<file path="config.mk">
export PLATFORM = sky130hd
export DESIGN_NAME = hppc_bank
export DESIGN_NICKNAME = d
export VERILOG_FILES = /design/src/include/hppc_pkg.sv /design/src/include/hppc_cfg_if.sv /design/src/rtl/hppc_port_mapper.sv /design/src/rtl/hppc_power_sel.sv /design/src/rtl/hppc_bank.sv
export VERILOG_INCLUDE_DIRS = /design/src /design/src/include
export SDC_FILE = /design/constraint.sdc
export NUM_CORES = 1
export LEC_CHECK = 0
export ABC_AREA = 1
export BUFFER_PORTS_ARGS = -buffer_cell sky130_fd_sc_hd__buf_2
export CORE_ASPECT_RATIO = 0.6
export CORE_UTILIZATION = 25
export CTS_BUF_LIST = sky130_fd_sc_hd__clkbuf_8
export CTS_CLUSTER_DIAMETER = 80
export DETAILED_ROUTE_END_ITERATION = 7
export PLACE_DENSITY_LB_ADDON = 0.08
export SLEW_MARGIN = 20
export SYNTH_ARGS = -nofsm -noshare
export SYNTH_HDL_FRONTEND = slang
export SYNTH_SLANG_ARGS = --single-unit
</file>
<file path="constraint.sdc">
create_clock -name ref_clk -period 4.6 [get_ports ref_clk]
set_clock_uncertainty 0.15 [all_clocks]
set_input_delay 0.23 -clock ref_clk [delete_from_list [all_inputs] [get_ports ref_clk]]
set_output_delay 0.23 -clock ref_clk [all_outputs]
set_load 0.1 [all_outputs]
</file>
<file path="src/include/hppc_map.svh">
// register offsets, field positions, reset values and widths for the port power config bank
`ifndef HPPC_MAP_SVH
`define HPPC_MAP_SVH
`define HPPC_ADDR_W 8
`define HPPC_DATA_W 8
`define HPPC_NPORT 8
`define HPPC_OFS_BP_MASK 8'h0B
`define HPPC_OFS_SP_BUDGET 8'h0C
`define HPPC_OFS_BP_BUDGET 8'h0D
`define HPPC_OFS_SP_DRAW 8'h0E
`define HPPC_RST_BP_MASK 8'h00
`define HPPC_RST_SP_BUDGET 8'h00
`define HPPC_RST_BP_BUDGET 8'h00
`define HPPC_RST_SP_DRAW 8'h32
`define HPPC_RSVD_BIT 0
`define HPPC_RSVD_CLR 8'hFE
`define HPPC_PORT_ONE 3'h1
`define HPPC_CNT_ZERO 3'h0
`define HPPC_CNT_ONE 3'h1
`define HPPC_ZERO8 8'h00
`define HPPC_SP_LIMIT 8'h32
`endif

</file>
<file path="src/include/hppc_pkg.sv">
// types for the port power config bank
package hppc_pkg;
  typedef logic [7:0] hppc_byte_t;
  typedef logic [2:0] hppc_port_t;
  typedef enum logic [1:0] {
    HPPC_SRC_IDLE = 2'b00,
    HPPC_SRC_LOAD = 2'b01,
    HPPC_SRC_STRAP = 2'b10
  } hppc_src_t;
endpackage : hppc_pkg

</file>
<file path="src/include/hppc_cfg_if.sv">
// mask and remap results passed between the bank and the port mapper
interface hppc_cfg_if;
  logic [7:0] off_mask;
  logic remap_en;
  logic [7:0] port_active;
  logic [2:0] active_count;
  logic [23:0] logical_num;
  modport bank (output off_mask, output remap_en,
    input port_active, input active_count, input logical_num);
  modport mapper (input off_mask, input remap_en,
    output port_active, output active_count, output logical_num);
endinterface : hppc_cfg_if

</file>
<file path="src/rtl/hppc_port_mapper.sv">
// renumbers enabled ports and counts them
`include "hppc_map.svh"
module hppc_port_mapper
  import hppc_pkg::*;
(
  hppc_cfg_if.mapper cfg
);
  logic [7:0] active;
  logic [2:0] cnt [8];
  // port usable in mapping mode, or when standard mode leaves it unmasked
  genvar g;
  generate
    for (g = 1; g < `HPPC_NPORT; g++) begin : g_port
      assign active[g] = cfg.remap_en | ~cfg.off_mask[g]; // RULE3 RULE11
      assign cnt[g] = cnt[g-1] + (active[g] ? `HPPC_CNT_ONE : `HPPC_CNT_ZERO); // RULE4
      assign cfg.logical_num[g*3 +: 3] = active[g] ? cnt[g] : `HPPC_CNT_ZERO; // RULE4
    end
  endgenerate
  assign active[`HPPC_RSVD_BIT] = 1'b0;
  assign cnt[0] = `HPPC_CNT_ZERO;
  assign cfg.logical_num[2:0] = `HPPC_CNT_ZERO;
  assign cfg.port_active = active;
  assign cfg.active_count = cnt[7]; // RULE4
endmodule : hppc_port_mapper

</file>
<file path="src/rtl/hppc_power_sel.sv">
// picks power figures for the present power mode
`include "hppc_map.svh"
module hppc_power_sel
  import hppc_pkg::*;
(
  input wire logic self_powered,
  input wire hppc_byte_t sp_budget,
  input wire hppc_byte_t bp_budget,
  input wire hppc_byte_t sp_draw,
  output hppc_byte_t budget_sel,
  output hppc_byte_t draw_sel
);
  assign budget_sel = self_powered ? sp_budget : bp_budget; // RULE12 RULE6 RULE7
  assign draw_sel = self_powered ? sp_draw : `HPPC_ZERO8; // RULE8
endmodule : hppc_power_sel

</file>
<file path="src/rtl/hppc_bank.sv">
// port power configuration register bank
`include "hppc_map.svh"
// Operation
// RULE1: mask bit n high disables downstream port n, low leaves it available.
// RULE2: mask bit 0 is reserved and always reads zero.
// RULE3: in standard mode masked ports stay disabled and never enumerate.
// RULE4: any mask accepted; report enabled count and renumber active ports.
// RULE5: internal default derives disabled ports from the per-port straps.
// RULE6: self-powered budget is upstream current in 2 mA steps.
// RULE7: bus-powered budget is upstream current in 2 mA steps.
// RULE8: self-powered controller draw in 2 mA steps, excludes attached peripheral.
// RULE9: controller draw resets to 50, meaning 100 mA.
// RULE10: source must not load self-powered figures above 100 mA.
// RULE11: remap enable low means standard mode; high means port mapping mode.
// RULE12: power figures follow present power mode into reported descriptors.
module hppc_bank
  import hppc_pkg::*;
(
  input wire logic ref_clk,
  input wire logic rst,
  input wire logic cfg_wr,
  input wire logic cfg_rd,
  input wire logic [7:0] cfg_addr,
  input wire logic [7:0] cfg_wdata,
  input wire logic use_defaults,
  input wire logic [7:0] port_off_strap_plus,
  input wire logic [7:0] port_off_strap_minus,
  input wire logic port_remap_enable,
  input wire logic self_powered,
  output logic [7:0] cfg_rdata,
  output logic cfg_rvalid,
  output logic [7:0] port_enabled,
  output logic [2:0] enabled_count,
  output logic [23:0] port_number_map,
  output logic [7:0] reported_budget,
  output logic [7:0] reported_draw,
  output logic sp_limit_over
);
  hppc_byte_t bus_power_port_off_mask_q;
  hppc_byte_t self_power_budget_q;
  hppc_byte_t bus_power_budget_q;
  hppc_byte_t self_power_controller_draw_q;
  hppc_byte_t strap_mask;
  hppc_byte_t eff_mask;
  hppc_byte_t budget_sel;
  hppc_byte_t draw_sel;
  hppc_byte_t rd_d;

  hppc_cfg_if cfg ();

  function automatic hppc_byte_t rd_mux(input logic [7:0] a, input hppc_byte_t m,
      input hppc_byte_t sb, input hppc_byte_t bb, input hppc_byte_t sd);
    unique case (a)
      `HPPC_OFS_BP_MASK: rd_mux = m & `HPPC_RSVD_CLR; // RULE2
      `HPPC_OFS_SP_BUDGET: rd_mux = sb;
      `HPPC_OFS_BP_BUDGET: rd_mux = bb;
      `HPPC_OFS_SP_DRAW: rd_mux = sd;
      default: rd_mux = `HPPC_ZERO8;
    endcase
  endfunction : rd_mux

  // register writes
  always_ff @(posedge ref_clk or posedge rst) begin
    if (rst) begin
      bus_power_port_off_mask_q <= `HPPC_RST_BP_MASK;
      self_power_budget_q <= `HPPC_RST_SP_BUDGET;
      bus_power_budget_q <= `HPPC_RST_BP_BUDGET;
      self_power_controller_draw_q <= `HPPC_RST_SP_DRAW; // RULE9
    end else if (cfg_wr) begin
      unique case (cfg_addr)
        `HPPC_OFS_BP_MASK: bus_power_port_off_mask_q <= cfg_wdata & `HPPC_RSVD_CLR; // RULE1 RULE2
        `HPPC_OFS_SP_BUDGET: self_power_budget_q <= cfg_wdata; // RULE6
        `HPPC_OFS_BP_BUDGET: bus_power_budget_q <= cfg_wdata; // RULE7
        `HPPC_OFS_SP_DRAW: self_power_controller_draw_q <= cfg_wdata; // RULE8
        default: ;
      endcase
    end
  end

  // strap or loaded mask
  assign strap_mask = (port_off_strap_plus | port_off_strap_minus) & `HPPC_RSVD_CLR; // RULE5
  assign eff_mask = use_defaults ? strap_mask : bus_power_port_off_mask_q; // RULE5 RULE1
  assign cfg.off_mask = eff_mask;
  assign cfg.remap_en = port_remap_enable; // RULE11

  hppc_port_mapper u_map (
    .cfg(cfg.mapper)
  );

  hppc_power_sel u_pwr (
    .self_powered(self_powered),
    .sp_budget(self_power_budget_q),
    .bp_budget(bus_power_budget_q),
    .sp_draw(self_power_controller_draw_q),
    .budget_sel(budget_sel),
    .draw_sel(draw_sel)
  );

  assign rd_d = rd_mux(cfg_addr, bus_power_port_off_mask_q, self_power_budget_q,
    bus_power_budget_q, self_power_controller_draw_q);

  // read data, one cycle after the read
  always_ff @(posedge ref_clk or posedge rst) begin
    if (rst) begin
      cfg_rdata <= `HPPC_ZERO8;
      cfg_rvalid <= 1'b0;
    end else begin
      cfg_rvalid <= cfg_rd;
      cfg_rdata <= cfg_rd ? rd_d : `HPPC_ZERO8;
    end
  end

  // registered port status
  always_ff @(posedge ref_clk or posedge rst) begin
    if (rst) begin
      port_enabled <= `HPPC_ZERO8;
      enabled_count <= `HPPC_CNT_ZERO;
      port_number_map <= '0;
    end else begin
      port_enabled <= cfg.port_active; // RULE3
      enabled_count <= cfg.active_count; // RULE4
      port_number_map <= cfg.logical_num; // RULE4
    end
  end

  // registered power figures
  always_ff @(posedge ref_clk or posedge rst) begin
    if (rst) begin
      reported_budget <= `HPPC_ZERO8;
      reported_draw <= `HPPC_ZERO8;
      sp_limit_over <= 1'b0;
    end else begin
      reported_budget <= budget_sel; // RULE12
      reported_draw <= draw_sel; // RULE12
      sp_limit_over <= (self_power_budget_q > `HPPC_SP_LIMIT) |
        (self_power_controller_draw_q > `HPPC_SP_LIMIT); // RULE10
    end
  end

  genvar gp;
  generate
    for (gp = 1; gp < `HPPC_NPORT; gp++) begin : g_chk

    end
  endgenerate
endmodule : hppc_bank

</file>
[Word level (Yosys, flattened, before mapping)]
Index checks and enable logic that the tools add are counted.
Storage, ports and cells
  bits in registers: 88
  output and inout bits: 61
Operators by class
  add/subtract/negate cells: 6
  order comparisons: 2
  equality and inequality tests: 4
  multiplexer cells: 19
  bitwise operators: 16
  reductions and logical operators: 4
Operators with widths (count)
  equality test 8 x 4 -> 1 bit, second input constant: 4
  2-to-1 mux 8 bit: 4
  one-hot mux 8 bit (4 select lines): 1
  2-to-1 mux 3 bit: 7
  adder 3 bit: 6
  greater-than comparator 8 x 6 -> 1 bit, second input constant: 2
  bitwise OR 1 bit: 8
  bitwise OR 8 bit: 1
  AND reduction 2 bit: 4
  2-to-1 mux 1 bit: 7
  NOT 1 bit: 7

[Depth between registers and ports, before layout]
  depth after elaboration: 12
  depth in mapped cells: 14
  gate-level depth less buffers: 14

[Cells and area by module]
A second synthesis with hierarchy kept.
Unflattened totals
  cell total of the unflattened synthesis: 421
  area total of the unflattened synthesis: 4151.5 µm²
Modules (own cells, without submodules)
  hppc_bank: instances 1, cells an instance 307, area an instance 3430.8 µm², seq. area each 2306.0 µm²
  hppc_port_mapper: instances 1, cells an instance 71, area an instance 535.5 µm², seq. area each 0.0 µm²
  hppc_power_sel: instances 1, cells an instance 43, area an instance 185.2 µm², seq. area each 0.0 µm²

[Worst setup path before layout]
Ideal clock, no wire load.
  kind: input -> register
  start point: input use_defaults
  end point: register port_number_map[23]
  arrival: 3.130 ns
  required time: 4.373 ns
  path slack: 1.242 ns
  stages: 11
  path buffers: 0
  cells stage by stage: inv_1 -> o31ai_1 -> fa_1 -> ha_1 -> fa_1 -> ha_1 -> ha_1 -> ha_1 -> inv_1 -> nand3_1 -> a21oi_1
On the way
  longest elaborated chain between the ends: 11
RTL lines
  from (decl): line hppc_bank.sv:25  | input wire logic use_defaults,
  2-to-1 mux 8 bit: line hppc_bank.sv:82  | assign eff_mask = use_defaults ? strap_mask : bus_power_port_off_mask_q;
  NOT 1 bit: line hppc_port_mapper.sv:14  | assign active[g] = cfg.remap_en | ~cfg.off_mask[g];
  bitwise OR 1 bit: line hppc_port_mapper.sv:14
  via cfg.port_active[2]: line hppc_cfg_if.sv:5  | logic [7:0] port_active;
  2-to-1 mux 1 bit (no source line)
  adder 3 bit (6 in a row): line hppc_port_mapper.sv:15  | assign cnt[g] = cnt[g-1] + (active[g] ? `HPPC_CNT_ONE : `HPPC_CNT_ZERO);
  2-to-1 mux 3 bit (no source line)
  via cfg.logical_num[23]: line hppc_cfg_if.sv:7  | logic [23:0] logical_num;
  to (signal assigned): line hppc_bank.sv:122  | port_number_map <= cfg.logical_num;
  to (decl): line hppc_bank.sv:34  | output logic [23:0] port_number_map,
The timed path passes the listed nets, and every way through them passes these cells.
A chain may end at the register's enable or synchronous reset.

[Worst setup path in the final report]
  start point: register bus_power_port_off_mask_q[1]
  end point: register port_number_map[23]
On the way
  longest elaborated chain between the ends: 11
RTL lines
  from (decl): line hppc_bank.sv:39  | hppc_byte_t bus_power_port_off_mask_q;
  from (signal assigned): line hppc_bank.sv:65  | bus_power_port_off_mask_q <= `HPPC_RST_BP_MASK;
  from (signal assigned): line hppc_bank.sv:71  | `HPPC_OFS_BP_MASK: bus_power_port_off_mask_q <= cfg_wdata & `HPPC_RSVD_CLR;
  2-to-1 mux 8 bit: line hppc_bank.sv:82
  NOT 1 bit: line hppc_port_mapper.sv:14
  bitwise OR 1 bit: line hppc_port_mapper.sv:14
  2-to-1 mux 1 bit (no source line)
  adder 3 bit (6 in a row): line hppc_port_mapper.sv:15
  2-to-1 mux 3 bit (no source line)
  via cfg.logical_num[23]: line hppc_cfg_if.sv:7
The timed path passes the listed nets, and every way through them passes these cells.

==> flow_summary.ini <==
[finish]
mostFrequentLayoutCells = buf_2 (90), nand2_1 (87), dfrtp_1 (81)
final_common_cell = buf_2
area_growth_pct = 22.9
drive_gt1_share_pct = 28.2
nets = 556
insertedDiodeCount = 0

[power_and_ir_drop]
pwr-share-seq_pct = 38.1
vdd_drop_max_mv = 0.320
p_int_mw = 1.28
netSwitchingFraction_pct = 42.8
pwr-share-comb_pct = 35.3
power.switching_mw = 0.958
power_per_cell_area_mw_per_mm2 = 473
p_leak_nw = 2.56
clockPowerShare_pct = 26.5

[die]
start_util_pct = 26.1
coreArea_mm2 = 0.0148
die_h_um = 98.1
dieArea_mm2 = 0.0159
die_w_um = 162
rows = 34
io_pins = 100

[critical_path]
start_kind = register
crit_arrival_ps = 3710
rr_worst_depth = 12
cp_cell_sequence = nor2_1 -> nor3_1 -> inv_1 -> fa_1 -> ha_1 -> fa_1 -> ha_1 -> ha_1 -> ha_1 -> inv_1 -> nand3_1 -> a21oi_1
worstSetupPathType = reg2reg
ff2ff_setup_slack_ps = 1020
cpMaxStageDelayCell = fa_1
worstPathRequired_ps = 4730
r2r-end = port_number_map[23]
crit_path_frequent_cell = ha_1
critPathCaptureType = register
critPathMaxStageDelay_ps = 530
r2r-start = bus_power_port_off_mask_q[1]
crit_fanout = 4
crit_buf_inv = 2
cp_top_family = adder cells

[detailed_routing]
vias = 2810
drt_iter0_markers = 172
via_per_inst = 4.01
routed_wl_um = 9910
post_drt_wl_per_cell_um = 14.1
ant_nets = 0
drc = 0
dr.pass1.iters = 4

[sta]
period_share_pct = 77.9
slew_viol_final = 0
setup_viol = 0
maxSlewHeadroom_pct = 55.6
grt_setup_unrepaired = no
tightest_slew_ps = 666
layout_setup_ws_ps = 1020
timing.fmax_ghz = 0.279
hold_slack_ps = 26.4
min_period_ps = 3580
fin_tns_setup_ps = 0
finalHoldViolCount = 0

[logic_synthesis]
yosysSeqAreaShare_pct = 54.7
synth.distinct_cells = 29
ys_ff_latch = 84
synth_top_family_by_area = simple AND/OR/NAND/NOR gates
syn_area_mm2 = 0.00385
synth_compound_area_share_pct = 8.39
avgSynthCellArea_um2 = 9.60
ys_warn_count = 0
muxShareOfSynthArea_pct = 0
synthXorXnorAreaFrac_pct = 0
synthSimpleGateAreaFrac_pct = 21.3
synthAdderAreaFrac_pct = 6.57
netlist_instances = 401

[outcome]
status = finished, final reports clean

[placement]
io_buffer_count = 90
hpwl_um = 7560
gp_congestion = 0.795
place_ws_ps = 782

[cts]
h-tree-depth = 3
numCtsBuffers = 9
root_buffer = clkbuf_8
clk_latency_ps = 350
clk_path_buf_depth = 2
cts_num_sinks = 84
tritoncts = built
clkTransAtPathRegs_ps = 90

[global_route]
first_global_vias = 2735
grt_usage_pct = 13.3
grt_first_pass_wirelength_um = 15400
overflow = 0
antenna_found_initial = 0
grt_max_degree = 52

[worst_hold_path]
min_path_cells = 3
hold_path.class = in2reg
min_to = self_power_controller_draw_q[1]
hp-start = cfg_wdata[1]

[flow_run]
cap_viol_max_count = 0
-- timing repair --
item | in CTS | in global routing
endpoints found under the hold margin | 39 | 0
setup endpoints to repair | 0 | 0
hold buffers | 5 | 0
buffers inserted | 0 | 0
resized for setup | 0 | 0
-- sequential cells by signal, summed over array words and instances (netlist names) --
signal and count:
sp_limit_over 1, self_power_budget_q 8, self_power_controller_draw_q 8, reported_budget 8, bus_power_budget_q 8, cfg_rvalid 1
reported_draw 8, enabled_count 3, port_number_map 17, port_enabled 7, bus_power_port_off_mask_q 7, cfg_rdata 8
-- kinds of logic (layout without fill, tap and decap cells) --
group                      Yosys count  after routing
DFF                                 84             84
buffers and inverters               73            169
and+or+nand+nor                    172            172
other                                1              7
adders and majority gates           19             19
AOI/OAI and AO/OA                   52             52
-- cell type report --
| class | count | area [um2] |
|---|---|---|
| timing repair buffer | 97 | 515 |
| fill | 1568 | 10000 |
| multi-input combinational | 250 | 1420 |
| sequential | 84 | 2110 |
| clock buffer | 11 | 151 |
| inverter | 56 | 211 |
| tap | 198 | 248 |
| clock inverter | 5 | 76.3 |
-- worst max path at each step --
| stage | startpoint | endpoint | slack [ps] | cells after the start |
|---|---|---|---|---|
| floorplan | use_defaults | port_number_map[23] | 1240 | 11 |
| global placement | use_defaults | port_number_map[23] | 810 | 14 |
| detailed placement | use_defaults | port_number_map[23] | 780 | 14 |
| CTS | bus_power_port_off_mask_q[1] | port_number_map[23] | 980 | 12 |
| global route | bus_power_port_off_mask_q[1] | port_number_map[23] | 800 | 12 |
| finish | bus_power_port_off_mask_q[1] | port_number_map[23] | 1020 | 12 |
-- worst min-delay path, stage by stage --
cell	delay, ps
buf_2	150
nand2_1	90
o21ai_2	50
-- power by group through the flow --
stage	registers (mW)	logic (mW)	clock network [mW]
finish	0.853	0.791	0.593
global route	0.863	0.837	0.658
CTS	0.854	0.799	0.622
detailed placement	0.867	0.793	0
global placement	0.869	0.790	0
floorplan	1.32	0.186	0
-- synth_stat cells --
cell	count	area [um2]
a21boi_0	5	37.5
a21oi_1	6	30.0
buf_4	12	90.1
buf_6	2	22.5
buf_8	1	15.0
clkbuf_1	2	7.51
conb_1	1	3.75
dfrtp_1	81	2030
dfstp_2	3	78.8
fa_1	2	40.0
ha_1	17	213
inv_1	54	203
inv_2	2	7.51
nand2_1	87	327
nand2_2	5	31.3
nand2_4	2	22.5
nand3_1	37	185
nand3_4	1	17.5
nor2_1	24	90.1
nor2_2	1	6.26
nor2_4	5	56.3
nor2_8	2	40.0
nor3_1	6	30.0
nor4_1	1	6.26
o211ai_1	1	7.51
o21ai_0	27	135
o21ai_2	12	105
o31ai_1	1	7.51
or2_2	1	6.26
-- routing by layer --
layer	vias to the layer above	share of wire [%]	global-route usage (%)
met5	-	0	0
met4	0	0.35	3.70
li1	1432	-	-
met3	2	5.3	3.57
met1	1311	57	21.8
met2	65	37	16.2
-- stage by stage --
step                cells  area [um2]  utilization, %  total power, mW
detailed placement    680        4450            30.1             1.66
floorplan             407        3870               -             1.51
CTS                   701        4730            32.0             2.27
finish                701        4730            32.0             2.24
global route          701        4730            32.0             2.36
global placement      680        4450            30.1             1.66
(Power assumes the default switching activity.)
